**config.mk**
```make
export PLATFORM = sky130hd
export DESIGN_NAME = sers_top
export DESIGN_NICKNAME = d
export VERILOG_FILES = /design/src/logic/sers_pkg.sv /design/src/logic/sers_top.sv
export SDC_FILE = /design/constraint.sdc
export NUM_CORES = 2
export LEC_CHECK = 0
export BUFFER_PORTS_ARGS = -buffer_cell sky130_fd_sc_hd__clkbuf_2
export CAP_MARGIN = 20
export CORE_MARGIN = 8
export CORE_UTILIZATION = 45
export CTS_CLUSTER_SIZE = 10
export DETAILED_ROUTE_END_ITERATION = 8
export PLACE_DENSITY = 0.71
export SYNTH_ARGS = -nofsm -noshare
export SYNTH_HDL_FRONTEND = slang
export SYNTH_SLANG_ARGS = --single-unit
```
**constraint.sdc**
```tcl
create_clock -name mclk -period 44.3 [get_ports mclk]
set_clock_uncertainty 0.2 [all_clocks]
set_input_delay 4.43 -clock mclk [delete_from_list [all_inputs] [get_ports mclk]]
set_output_delay 4.43 -clock mclk [all_outputs]
set_load 0.05 [all_outputs]
```
**src/logic/sers_pkg.sv**
```systemverilog
/*
  Shared constants and carrier types for the sector error recovery and
  sparing block. Assumes one system clock and one synchronous reset.
*/
package sers_pkg;

  // ===========================================================
  // correction code geometry
  localparam int SERS_SYN_BITS      = 288;
  localparam int SERS_XC_BITS       = 8;
  localparam int SERS_BURSTS        = 4;
  localparam int SERS_BURST_BYTES   = 4;
  localparam int SERS_RANDOM_BYTES  = 16;
  localparam logic [7:0] SERS_XC_CLEAN_LO = 8'h00;
  localparam logic [7:0] SERS_XC_CLEAN_HI = 8'hff;

  // ===========================================================
  // retry, media test and verify sequencing
  localparam logic [3:0] SERS_RETRY_STEPS   = 4'h8;
  localparam int         SERS_TEST_PASSES   = 4;
  localparam int         SERS_VERIFY_PASSES = 3;
  localparam logic [3:0] SERS_TEST_LAST     = 4'(2 * SERS_TEST_PASSES - 1);
  localparam logic [3:0] SERS_VERIFY_LAST   = 4'(3 * SERS_VERIFY_PASSES - 1);

  // ===========================================================
  // defect management
  localparam int         SERS_ZONES      = 30;
  localparam logic [5:0] SERS_SPARES     = 6'h20;
  localparam logic [8:0] SERS_GROWN_MAX  = 9'h1f4;
  localparam int         SERS_PEND_N     = 8;
  localparam int         SERS_FACT_N     = 8;
  localparam int         SERS_LBA_W      = 32;
  localparam int         SERS_FIFO_DEPTH = 16;
  localparam logic       SERS_AUTO_REALLOC_RST = 1'b1;

  // ===========================================================
  // carriers
  typedef enum logic [1:0] {RES_OK, RES_CORRECTED, RES_FAILED} sers_result_type;
  typedef enum logic [1:0] {OP_WRITE, OP_READ, OP_VERIFY} sers_op_type;

  typedef struct packed {
    logic [SERS_SYN_BITS-1:0] main;
    logic [SERS_XC_BITS-1:0]  cross_check_syndrome;
  } sers_syn_type;

  typedef struct packed {
    logic         otf_ok;
    sers_syn_type syn;
  } sers_sector_end_type;

  typedef struct packed {
    logic [7:0] data;
    logic       last;
  } sers_byte_type;

  typedef struct packed {
    logic [SERS_LBA_W-1:0] lba;
    logic [4:0]            zone;
    logic [4:0]            slot;
    logic                  permanent;
  } sers_remap_type;

endpackage : sers_pkg

```
**src/logic/sers_top.sv**
```systemverilog
/*
  Sector error recovery and sparing: a byte FIFO toward the host buffer,
  retry/firmware-correction sequencing, media test, zoned spare pools,
  pending and factory defect lists. Assumes the read channel applies the
  on-the-fly correction to the bytes and reports syndromes at sector end,
  and that firmware and the media layer answer request pulses.
*/
`timescale 1ns/1ps

// ===========================================================
// fifo with registered output stage
module sers_fifo #(
  parameter int W     = 9,
  parameter int DEPTH = 16
) (
  input  wire logic         mclk,
  input  wire logic         rst,
  input  wire logic         in_valid,
  output      logic         in_ready,
  input  wire logic [W-1:0] in_data,
  output      logic         out_valid,
  input  wire logic         out_ready,
  output      logic [W-1:0] out_data
);
  localparam int AW = $clog2(DEPTH);

  typedef struct packed {
    logic [DEPTH-1:0][W-1:0] mem;
    logic [AW-1:0]           wp;
    logic [AW-1:0]           rp;
    logic [AW:0]             cnt;
    logic                    ovld;
    logic [W-1:0]            odat;
    logic                    irdy;
  } sers_fifo_state_type;

  sers_fifo_state_type s_reg, s_next;
  logic push, load;

  always_comb begin
    s_next = s_reg;
    push = in_valid && s_reg.irdy;
    load = (s_reg.cnt != '0) && (!s_reg.ovld || out_ready);
    if (push) begin
      s_next.mem[s_reg.wp] = in_data;
      s_next.wp = s_reg.wp + 1'b1;
    end
    if (load) begin
      s_next.odat = s_reg.mem[s_reg.rp];
      s_next.rp   = s_reg.rp + 1'b1;
      s_next.ovld = 1'b1;
    end else if (out_ready) begin
      s_next.ovld = 1'b0;
    end
    s_next.cnt  = s_reg.cnt + (AW+1)'(push) - (AW+1)'(load);
    // full is judged from the next count so a push never overruns
    s_next.irdy = (s_next.cnt != (AW+1)'(DEPTH));
  end

  always_ff @(posedge mclk) begin
    if (rst) begin
      s_reg      <= '0;
      s_reg.irdy <= 1'b1;
    end else begin
      s_reg <= s_next;
    end
  end

  assign in_ready  = s_reg.irdy;
  assign out_valid = s_reg.ovld;
  assign out_data  = s_reg.odat;
endmodule : sers_fifo

// ===========================================================
// recovery and sparing controller
module sers_top
  import sers_pkg::*;
(
  input  wire logic                  mclk,
  input  wire logic                  rst,
  input  wire logic                  rc_valid,
  output      logic                  rc_ready,
  input  wire sers_byte_type         rc_byte,
  input  wire logic                  rc_end,
  input  wire sers_sector_end_type   rc_status,
  output      logic                  buf_valid,
  input  wire logic                  buf_ready,
  output      sers_byte_type         buf_byte,
  input  wire logic                  rd_start,
  input  wire logic                  wr_start,
  input  wire logic [SERS_LBA_W-1:0] cmd_lba,
  input  wire logic [4:0]            cmd_zone,
  input  wire logic                  cfg_wr,
  input  wire logic                  cfg_auto_realloc,
  input  wire logic                  fact_load,
  input  wire logic [SERS_LBA_W-1:0] fact_lba,
  input  wire logic                  fw_done,
  input  wire logic                  fw_ok,
  input  wire logic                  med_ack,
  input  wire logic                  med_ok,
  input  wire logic                  med_need_fw,
  output      logic [SERS_LBA_W-1:0] phys_addr,
  output      logic                  reread_req,
  output      logic                  fw_req,
  output      sers_syn_type          fw_syn,
  output      logic                  med_req,
  output      sers_op_type           med_op,
  output      logic                  remap_valid,
  output      sers_remap_type        remap,
  output      logic                  done,
  output      sers_result_type       result,
  output      logic                  list_full,
  output      logic                  auto_realloc,
  output      logic [8:0]            grown_count
);

  typedef enum logic [3:0] {
    ST_IDLE, ST_FIRST, ST_RR_WAIT, ST_FW_WAIT, ST_TEST, ST_TEST_WAIT,
    ST_SPARE, ST_VERIFY, ST_VER_WAIT
  } sers_state_type;

  typedef struct packed {
    sers_state_type                         st;
    logic [SERS_LBA_W-1:0]                  lba;
    logic [4:0]                             zone;
    logic [3:0]                             retries;
    logic [3:0]                             step;
    logic                                   fail;
    logic                                   wr_path;
    logic [2:0]                             pidx;
    sers_syn_type                           syn;
    logic                                   auto_realloc;
    logic [SERS_ZONES-1:0][5:0]             pools;
    logic [8:0]                             grown;
    logic [SERS_PEND_N-1:0][SERS_LBA_W-1:0] pend;
    logic [SERS_PEND_N-1:0]                 pend_v;
    logic [SERS_FACT_N-1:0][SERS_LBA_W-1:0] fact;
    logic [3:0]                             fact_n;
    logic [SERS_LBA_W-1:0]                  phys;
    logic                                   reread;
    logic                                   fw;
    logic                                   med;
    sers_op_type                            op;
    logic                                   remap_v;
    sers_remap_type                         remap;
    logic                                   done;
    sers_result_type                        res;
    logic                                   full;
  } sers_ctl_state_type;

  sers_ctl_state_type s_reg, s_next;

  // ===========================================================
  // helpers
  function automatic logic sers_clean(input sers_syn_type syn);
    return (syn.main == '0) &&
           (syn.cross_check_syndrome == SERS_XC_CLEAN_LO ||
            syn.cross_check_syndrome == SERS_XC_CLEAN_HI);
  endfunction : sers_clean

  // factory list is loaded in ascending order; each hit shifts by one
  function automatic logic [SERS_LBA_W-1:0] sers_map(
    input logic [SERS_FACT_N-1:0][SERS_LBA_W-1:0] fact,
    input logic [3:0]                             n,
    input logic [SERS_LBA_W-1:0]                  lba);
    logic [SERS_LBA_W-1:0] p;
    p = lba;
    for (int i = 0; i < SERS_FACT_N; i++) begin
      if (4'(i) < n && fact[i] <= p) begin
        p = p + 1'b1;
      end
    end
    return p;
  endfunction : sers_map

  // {found, zone} of the closest pool that still holds spares
  function automatic logic [5:0] sers_nearest(
    input logic [SERS_ZONES-1:0][5:0] pools,
    input logic [4:0]                 home);
    logic [5:0] best;
    logic [5:0] bd;
    logic [5:0] d;
    best = '0;
    bd   = 6'h3f;
    for (int i = 0; i < SERS_ZONES; i++) begin
      d = (5'(i) > home) ? {1'b0, 5'(i) - home} : {1'b0, home - 5'(i)};
      if (pools[i] != '0 && d < bd) begin
        bd   = d;
        best = {1'b1, 5'(i)};
      end
    end
    return best;
  endfunction : sers_nearest

  // test alternates write/read; verify cycles write, read, verify
  function automatic sers_op_type sers_op_of(input logic [3:0] step,
                                             input logic       verify);
    if (verify) begin
      return (step % 4'h3 == 4'h0) ? OP_WRITE :
             (step % 4'h3 == 4'h1) ? OP_READ : OP_VERIFY;
    end
    return step[0] ? OP_READ : OP_WRITE;
  endfunction : sers_op_of

  // ===========================================================
  // controller
  logic [5:0]            near;
  logic                  hit;
  logic [2:0]            hit_idx;
  logic                  free;
  logic [2:0]            free_idx;

  always_comb begin
    s_next = s_reg;
    s_next.reread  = 1'b0;
    s_next.fw      = 1'b0;
    s_next.med     = 1'b0;
    s_next.remap_v = 1'b0;
    s_next.done    = 1'b0;
    near     = sers_nearest(s_reg.pools, s_reg.zone);
    hit      = 1'b0;
    hit_idx  = '0;
    free     = 1'b0;
    free_idx = '0;
    for (int i = SERS_PEND_N - 1; i >= 0; i--) begin
      if (s_reg.pend_v[i] && s_reg.pend[i] == cmd_lba) begin
        hit     = 1'b1;
        hit_idx = 3'(i);
      end
      if (!s_reg.pend_v[i]) begin
        free     = 1'b1;
        free_idx = 3'(i);
      end
    end
    if (cfg_wr) begin
      s_next.auto_realloc = cfg_auto_realloc;
    end
    if (fact_load && s_reg.fact_n < 4'(SERS_FACT_N)) begin
      s_next.fact[s_reg.fact_n[2:0]] = fact_lba;
      s_next.fact_n = s_reg.fact_n + 1'b1;
    end
    case (s_reg.st)
      ST_IDLE: begin
        s_next.lba  = cmd_lba;
        s_next.zone = cmd_zone;
        s_next.phys = sers_map(s_reg.fact, s_reg.fact_n, cmd_lba);
        s_next.step = '0;
        s_next.fail = 1'b0;
        s_next.pidx = hit_idx;
        if (rd_start) begin
          s_next.retries = '0;
          s_next.wr_path = 1'b0;
          s_next.st      = ST_FIRST;
        end else if (wr_start && hit) begin
          s_next.wr_path = 1'b1;
          s_next.st      = ST_VERIFY;
        end else if (wr_start) begin
          s_next.done = 1'b1;
          s_next.res  = RES_OK;
        end
      end
      ST_FIRST: begin
        if (rc_end) begin
          s_next.syn = rc_status.syn;
          if (rc_status.otf_ok) begin
            // bytes already streamed through; nothing to hold back
            s_next.done = 1'b1;
            s_next.res  = RES_OK;
            s_next.st   = ST_IDLE;
          end else begin
            s_next.reread  = 1'b1;
            s_next.retries = s_reg.retries + 1'b1;
            s_next.st      = ST_RR_WAIT;
          end
        end
      end
      ST_RR_WAIT: begin
        if (rc_end) begin
          if (sers_clean(rc_status.syn)) begin
            s_next.done = 1'b1;
            s_next.res  = RES_OK;
            s_next.st   = ST_IDLE;
          end else begin
            s_next.syn = rc_status.syn;
            if (s_reg.retries == SERS_RETRY_STEPS) begin
              s_next.fw = 1'b1;
              s_next.st = ST_FW_WAIT;
            end else begin
              s_next.reread  = 1'b1;
              s_next.retries = s_reg.retries + 1'b1;
            end
          end
        end
      end
      ST_FW_WAIT: begin
        if (fw_done && fw_ok && s_reg.auto_realloc) begin
          s_next.st = ST_TEST;
        end else if (fw_done && fw_ok) begin
          s_next.done = 1'b1;
          s_next.res  = RES_CORRECTED;
          s_next.st   = ST_IDLE;
        end else if (fw_done) begin
          if (free) begin
            s_next.pend[free_idx]   = s_reg.lba;
            s_next.pend_v[free_idx] = 1'b1;
          end else begin
            s_next.full = 1'b1;
          end
          s_next.done = 1'b1;
          s_next.res  = RES_FAILED;
          s_next.st   = ST_IDLE;
        end
      end
      ST_TEST: begin
        s_next.med = 1'b1;
        s_next.op  = sers_op_of(s_reg.step, 1'b0);
        s_next.st  = ST_TEST_WAIT;
      end
      ST_TEST_WAIT: begin
        if (med_ack) begin
          if (!med_ok || (s_reg.op == OP_READ && med_need_fw)) begin
            s_next.fail = 1'b1;
          end
          s_next.step = s_reg.step + 1'b1;
          if (s_reg.step != SERS_TEST_LAST) begin
            s_next.st = ST_TEST;
          end else if (s_next.fail) begin
            s_next.st = ST_SPARE;
          end else begin
            s_next.done = 1'b1;
            s_next.res  = RES_CORRECTED;
            s_next.st   = ST_IDLE;
          end
        end
      end
      ST_SPARE: begin
        s_next.st   = ST_IDLE;
        s_next.done = 1'b1;
        if (near[5] && s_reg.grown != SERS_GROWN_MAX) begin
          s_next.pools[near[4:0]] = s_reg.pools[near[4:0]] - 1'b1;
          s_next.grown            = s_reg.grown + 1'b1;
          s_next.remap_v          = 1'b1;
          s_next.remap.lba        = s_reg.lba;
          s_next.remap.zone       = near[4:0];
          s_next.remap.slot       = 5'(s_next.pools[near[4:0]]);
          s_next.remap.permanent  = s_reg.wr_path;
          s_next.res = s_reg.wr_path ? RES_OK : RES_CORRECTED;
        end else begin
          // no spare or list at its limit: data is not relocated
          s_next.full = 1'b1;
          s_next.res  = RES_FAILED;
        end
      end
      ST_VERIFY: begin
        s_next.med = 1'b1;
        s_next.op  = sers_op_of(s_reg.step, 1'b1);
        s_next.st  = ST_VER_WAIT;
      end
      ST_VER_WAIT: begin
        if (med_ack) begin
          if (!med_ok) begin
            s_next.fail = 1'b1;
          end
          s_next.step = s_reg.step + 1'b1;
          if (s_reg.step != SERS_VERIFY_LAST) begin
            s_next.st = ST_VERIFY;
          end else begin
            s_next.pend_v[s_reg.pidx] = 1'b0;
            if (s_next.fail) begin
              s_next.st = ST_SPARE;
            end else begin
              s_next.done = 1'b1;
              s_next.res  = RES_OK;
              s_next.st   = ST_IDLE;
            end
          end
        end
      end
      default: begin
        s_next.st = ST_IDLE;
      end
    endcase
  end

  always_ff @(posedge mclk) begin
    if (rst) begin
      s_reg              <= '0;
      s_reg.st           <= ST_IDLE;
      s_reg.auto_realloc <= SERS_AUTO_REALLOC_RST;
      s_reg.pools        <= {SERS_ZONES{SERS_SPARES}};
    end else begin
      s_reg <= s_next;
    end
  end

  // ===========================================================
  // data path: read channel stalls on a full buffer
  sers_fifo #(
    .W     ($bits(sers_byte_type)),
    .DEPTH (SERS_FIFO_DEPTH)
  ) u_fifo (
    .mclk      (mclk),
    .rst       (rst),
    .in_valid  (rc_valid),
    .in_ready  (rc_ready),
    .in_data   (rc_byte),
    .out_valid (buf_valid),
    .out_ready (buf_ready),
    .out_data  (buf_byte)
  );

  assign phys_addr    = s_reg.phys;
  assign reread_req   = s_reg.reread;
  assign fw_req       = s_reg.fw;
  assign fw_syn       = s_reg.syn;
  assign med_req      = s_reg.med;
  assign med_op       = s_reg.op;
  assign remap_valid  = s_reg.remap_v;
  assign remap        = s_reg.remap;
  assign done         = s_reg.done;
  assign result       = s_reg.res;
  assign list_full    = s_reg.full;
  assign auto_realloc = s_reg.auto_realloc;
  assign grown_count  = s_reg.grown;
endmodule : sers_top

```
==> flow_summary.ini <==
[run_status]
status = finished clean

[setup_path]
reg2regPathDepth = 263
cp.depth = 263
critPathKind = reg -> reg
cp_common_cell = a21oi_2
cp.arrival_ns = 43.93
cp-end-kind = flip-flop
path_delay_family = compound AO/OA/AOI/OAI gates
max_stage_delay_ns = 0.49
cp.required_ns = 44.74
cp.buffers_inverters = 28
cp_slowest_cell = or4b_4
crit_path_start_kind = flip-flop
cp_max_fo = 8

[sta]
worstMarginPinSlew_ns = 1.24
maxSlewViolCount = 0
hold_violations = 0
setup_violations = 0
max_freq_mhz = 23.0
fin_crit_sh_pct = 98.2
tns_ns = 0
rsz0062_at_grt = true
slew_headroom_pct = 16.9
period_minus_slack_ns = 43.49

[clocking]
cts_hold_buf = 0
clk_path_buf_depth = 3
cts_tree = built
root_buffer = clkbuf_16
path_clk_slew_ns = 0.05
cts_max_level = 4
clkSinkCount = 1317
cts_made_buffers = 158
worst_skew_pair.late_latency_ns = 0.82

[floorplan]
die_height_um = 431
io_pins = 792
row_count = 152
dieArea_sq_um = 186000
start_util_pct = 45.2
fp.dieW_um = 431
core_area_sq_um = 171000

[synthesis]
syn_inst = 10100
syn_nets = 10900
ys_types = 122
yosysTopAreaCell = dfxtp_1
postSynthAreaPerCell_sq_um = 7.64
synth_area_leaders = dfxtp_1, nand2_1, a21oi_1, ha_1, xnor2_1
yosysSeqAreaShare_pct = 34.0
synth_top_area_share_pct = 34.0
ys_ff_latch = 1317
syn_area_sq_um = 77500
async_flop_share_pct = 0
ys_warn_count = 0
synthFlopType = dfxtp_1
synth_edf_count = 0

[routing]
wl_mm = 348
firstDrtPassIters = 9
wl_per_cell_um = 26.4
vias = 78600
drtIter0Drc = 9201
drc = 0
drtAntennaViolNets = 0
viasPerCell = 5.96

[place]
io_buffer_count = 791
place_congestion = 1.06
dp_hpwl_mm = 266
dpl_cell_area_sq_um = 83800

[global_route]
grt_pass1_wl_mm = 492
antenna_found_initial = 32
grt-ovfl-total = 0
first_global_vias = 72200
grt_max_degree = 215
grt_usage_pct = 34.8

[hold_path]
hold_path_class = reg -> reg
hold_depth = 2

[cells_and_area]
fin_area_sq_um = 92200
fin_nets = 11600
layout-drive-gt1-share_pct = 21.2
largest_reg_flops = 758
syn_to_final_growth_pct = 19.0

[flow_run]
cap_viol_max_count = 0
repair_timing:
action	4_1_cts	5_1_grt
endpoints found under the setup margin	182	268
setup buffers	53	85
pin swaps	52	229
resized for setup	47	450
cloned	2	8
cell usage after synthesis (all sizes together) (32+ instances only):
| master | number |
|---|---|
| nand2b | 100 |
| a21o | 74 |
| a31oi | 48 |
| and2 | 43 |
| dfxtp | 1317 |
| xnor2 | 391 |
| mux4 | 45 |
| nor2b | 72 |
| xor2 | 187 |
| nand3b | 34 |
| nand4 | 167 |
| nand3 | 118 |
| ha | 372 |
| or2 | 45 |
| a211oi | 128 |
| a21oi | 1287 |
| o21ai | 289 |
| inv | 217 |
| o22ai | 41 |
| mux2i | 205 |
| buf | 474 |
| o211ai | 43 |
| nor4 | 177 |
| or3 | 101 |
| mux2 | 48 |
| and3 | 32 |
| nand2 | 2298 |
| nor2 | 650 |
| o31ai | 37 |
| clkbuf | 544 |
| nor3 | 189 |
cell families after synthesis:
kind of cell | synth area share [%]
buffers and inverters | 8.10
and+or+nand+nor | 23.6
muxes | 4.70
xor gates and xnor gates | 6.54
AOI/OAI and AO/OA | 17.0
DFF | 34.0
adders and majority gates | 6.09
layout by cell type (no fill, tap or decap), types with 23 or more instances in the layout:
cell       netlist  routed
xor2_1         187     185
o21a_1          23      23
a21oi_2          1      47
buf_6            6      34
clkbuf_2        31     789
nand2_1       2297    2267
mux2_2          34      30
nand2b_1       100      96
nor2b_1         72      69
a31oi_1         48      39
and3_1          32      32
o21ai_1         35      40
mux2i_1        203     196
or4_1           30      30
o21ai_0        251     209
o22ai_1         41      24
dfxtp_1       1317    1310
a21oi_1       1286    1231
nand3b_1        34      34
o21ai_2          3      35
a211oi_1       122     106
nor2_1         647     615
a21o_1          74      73
or3_1          101      97
xnor2_1        390     388
nor2_2           3      28
o211ai_1        40      40
nor4_1         175     152
nand4_1        167     167
or2_2           38      37
nor3_1         186     161
nand3_1        118     116
and2_1          42      34
buf_4          398     641
clkbuf_16        0     166
mux4_2          45      45
inv_1          217     211
ha_1           372     340
worst paths after layout:
kind / startpoint / to / slack (ns)
max: s_reg[1112]$_SDFFE_PP0P_ / s_reg[790]$_SDFFE_PP0P_ / 0.81
min: fw_syn[57]$_SDFFE_PP0P_ / fw_syn[57]$_SDFFE_PP0P_ / 0.25
max reg2reg: s_reg[1112]$_SDFFE_PP0P_ / s_reg[790]$_SDFFE_PP0P_ / 0.81
min reg2reg: fw_syn[57]$_SDFFE_PP0P_ / fw_syn[57]$_SDFFE_PP0P_ / 0.25
cell type report:
type	instances	area, sq um
diodes	19	47.5
clock buffers	188	4220
clock inverters	28	427
fillers	16100	79100
inverters	222	845
multi-input cells	7581	47400
flip-flops and latches	1317	26400
well taps	2310	2890
repair buffers	1507	9980
worst reg2reg max path: cells and delay by family, from the launching register on:
kind	cells	cell delay, ns
buffers and inverters	28	3.13
XOR/XNOR	1	0.20
flip-flops	1	0.34
AO/OA/AOI/OAI	123	19.50
adder cells (fa/ha/maj)	33	8.60
multiplexers	11	2.93
AND/OR/NAND/NOR	67	8.43
routing by layer:
layer | track usage, % | share of wire [%]
met5 | 0 | 0.012
met4 | 13.3 | 4.7
met3 | 7.96 | 9.8
met2 | 53.5 | 44
met1 | 47.4 | 42
through the flow:
stage	setup slack [ns]	hold WS, ns	util [%]	cells
2_1_floorplan	0.00469	0.232	-	10100
3_3_place_gp	0.705	0.238	48.9	12800
3_5_place_dp	-0.602	0.246	48.9	12800
4_1_cts	0.0104	0.253	52.0	13100
5_1_grt	-1.37	0.265	53.8	13200
6_report	0.807	0.253	53.8	13200
Power is not shown: default switching activity piles up to over one toggle a cycle in this logic, so the estimate is an artifact.
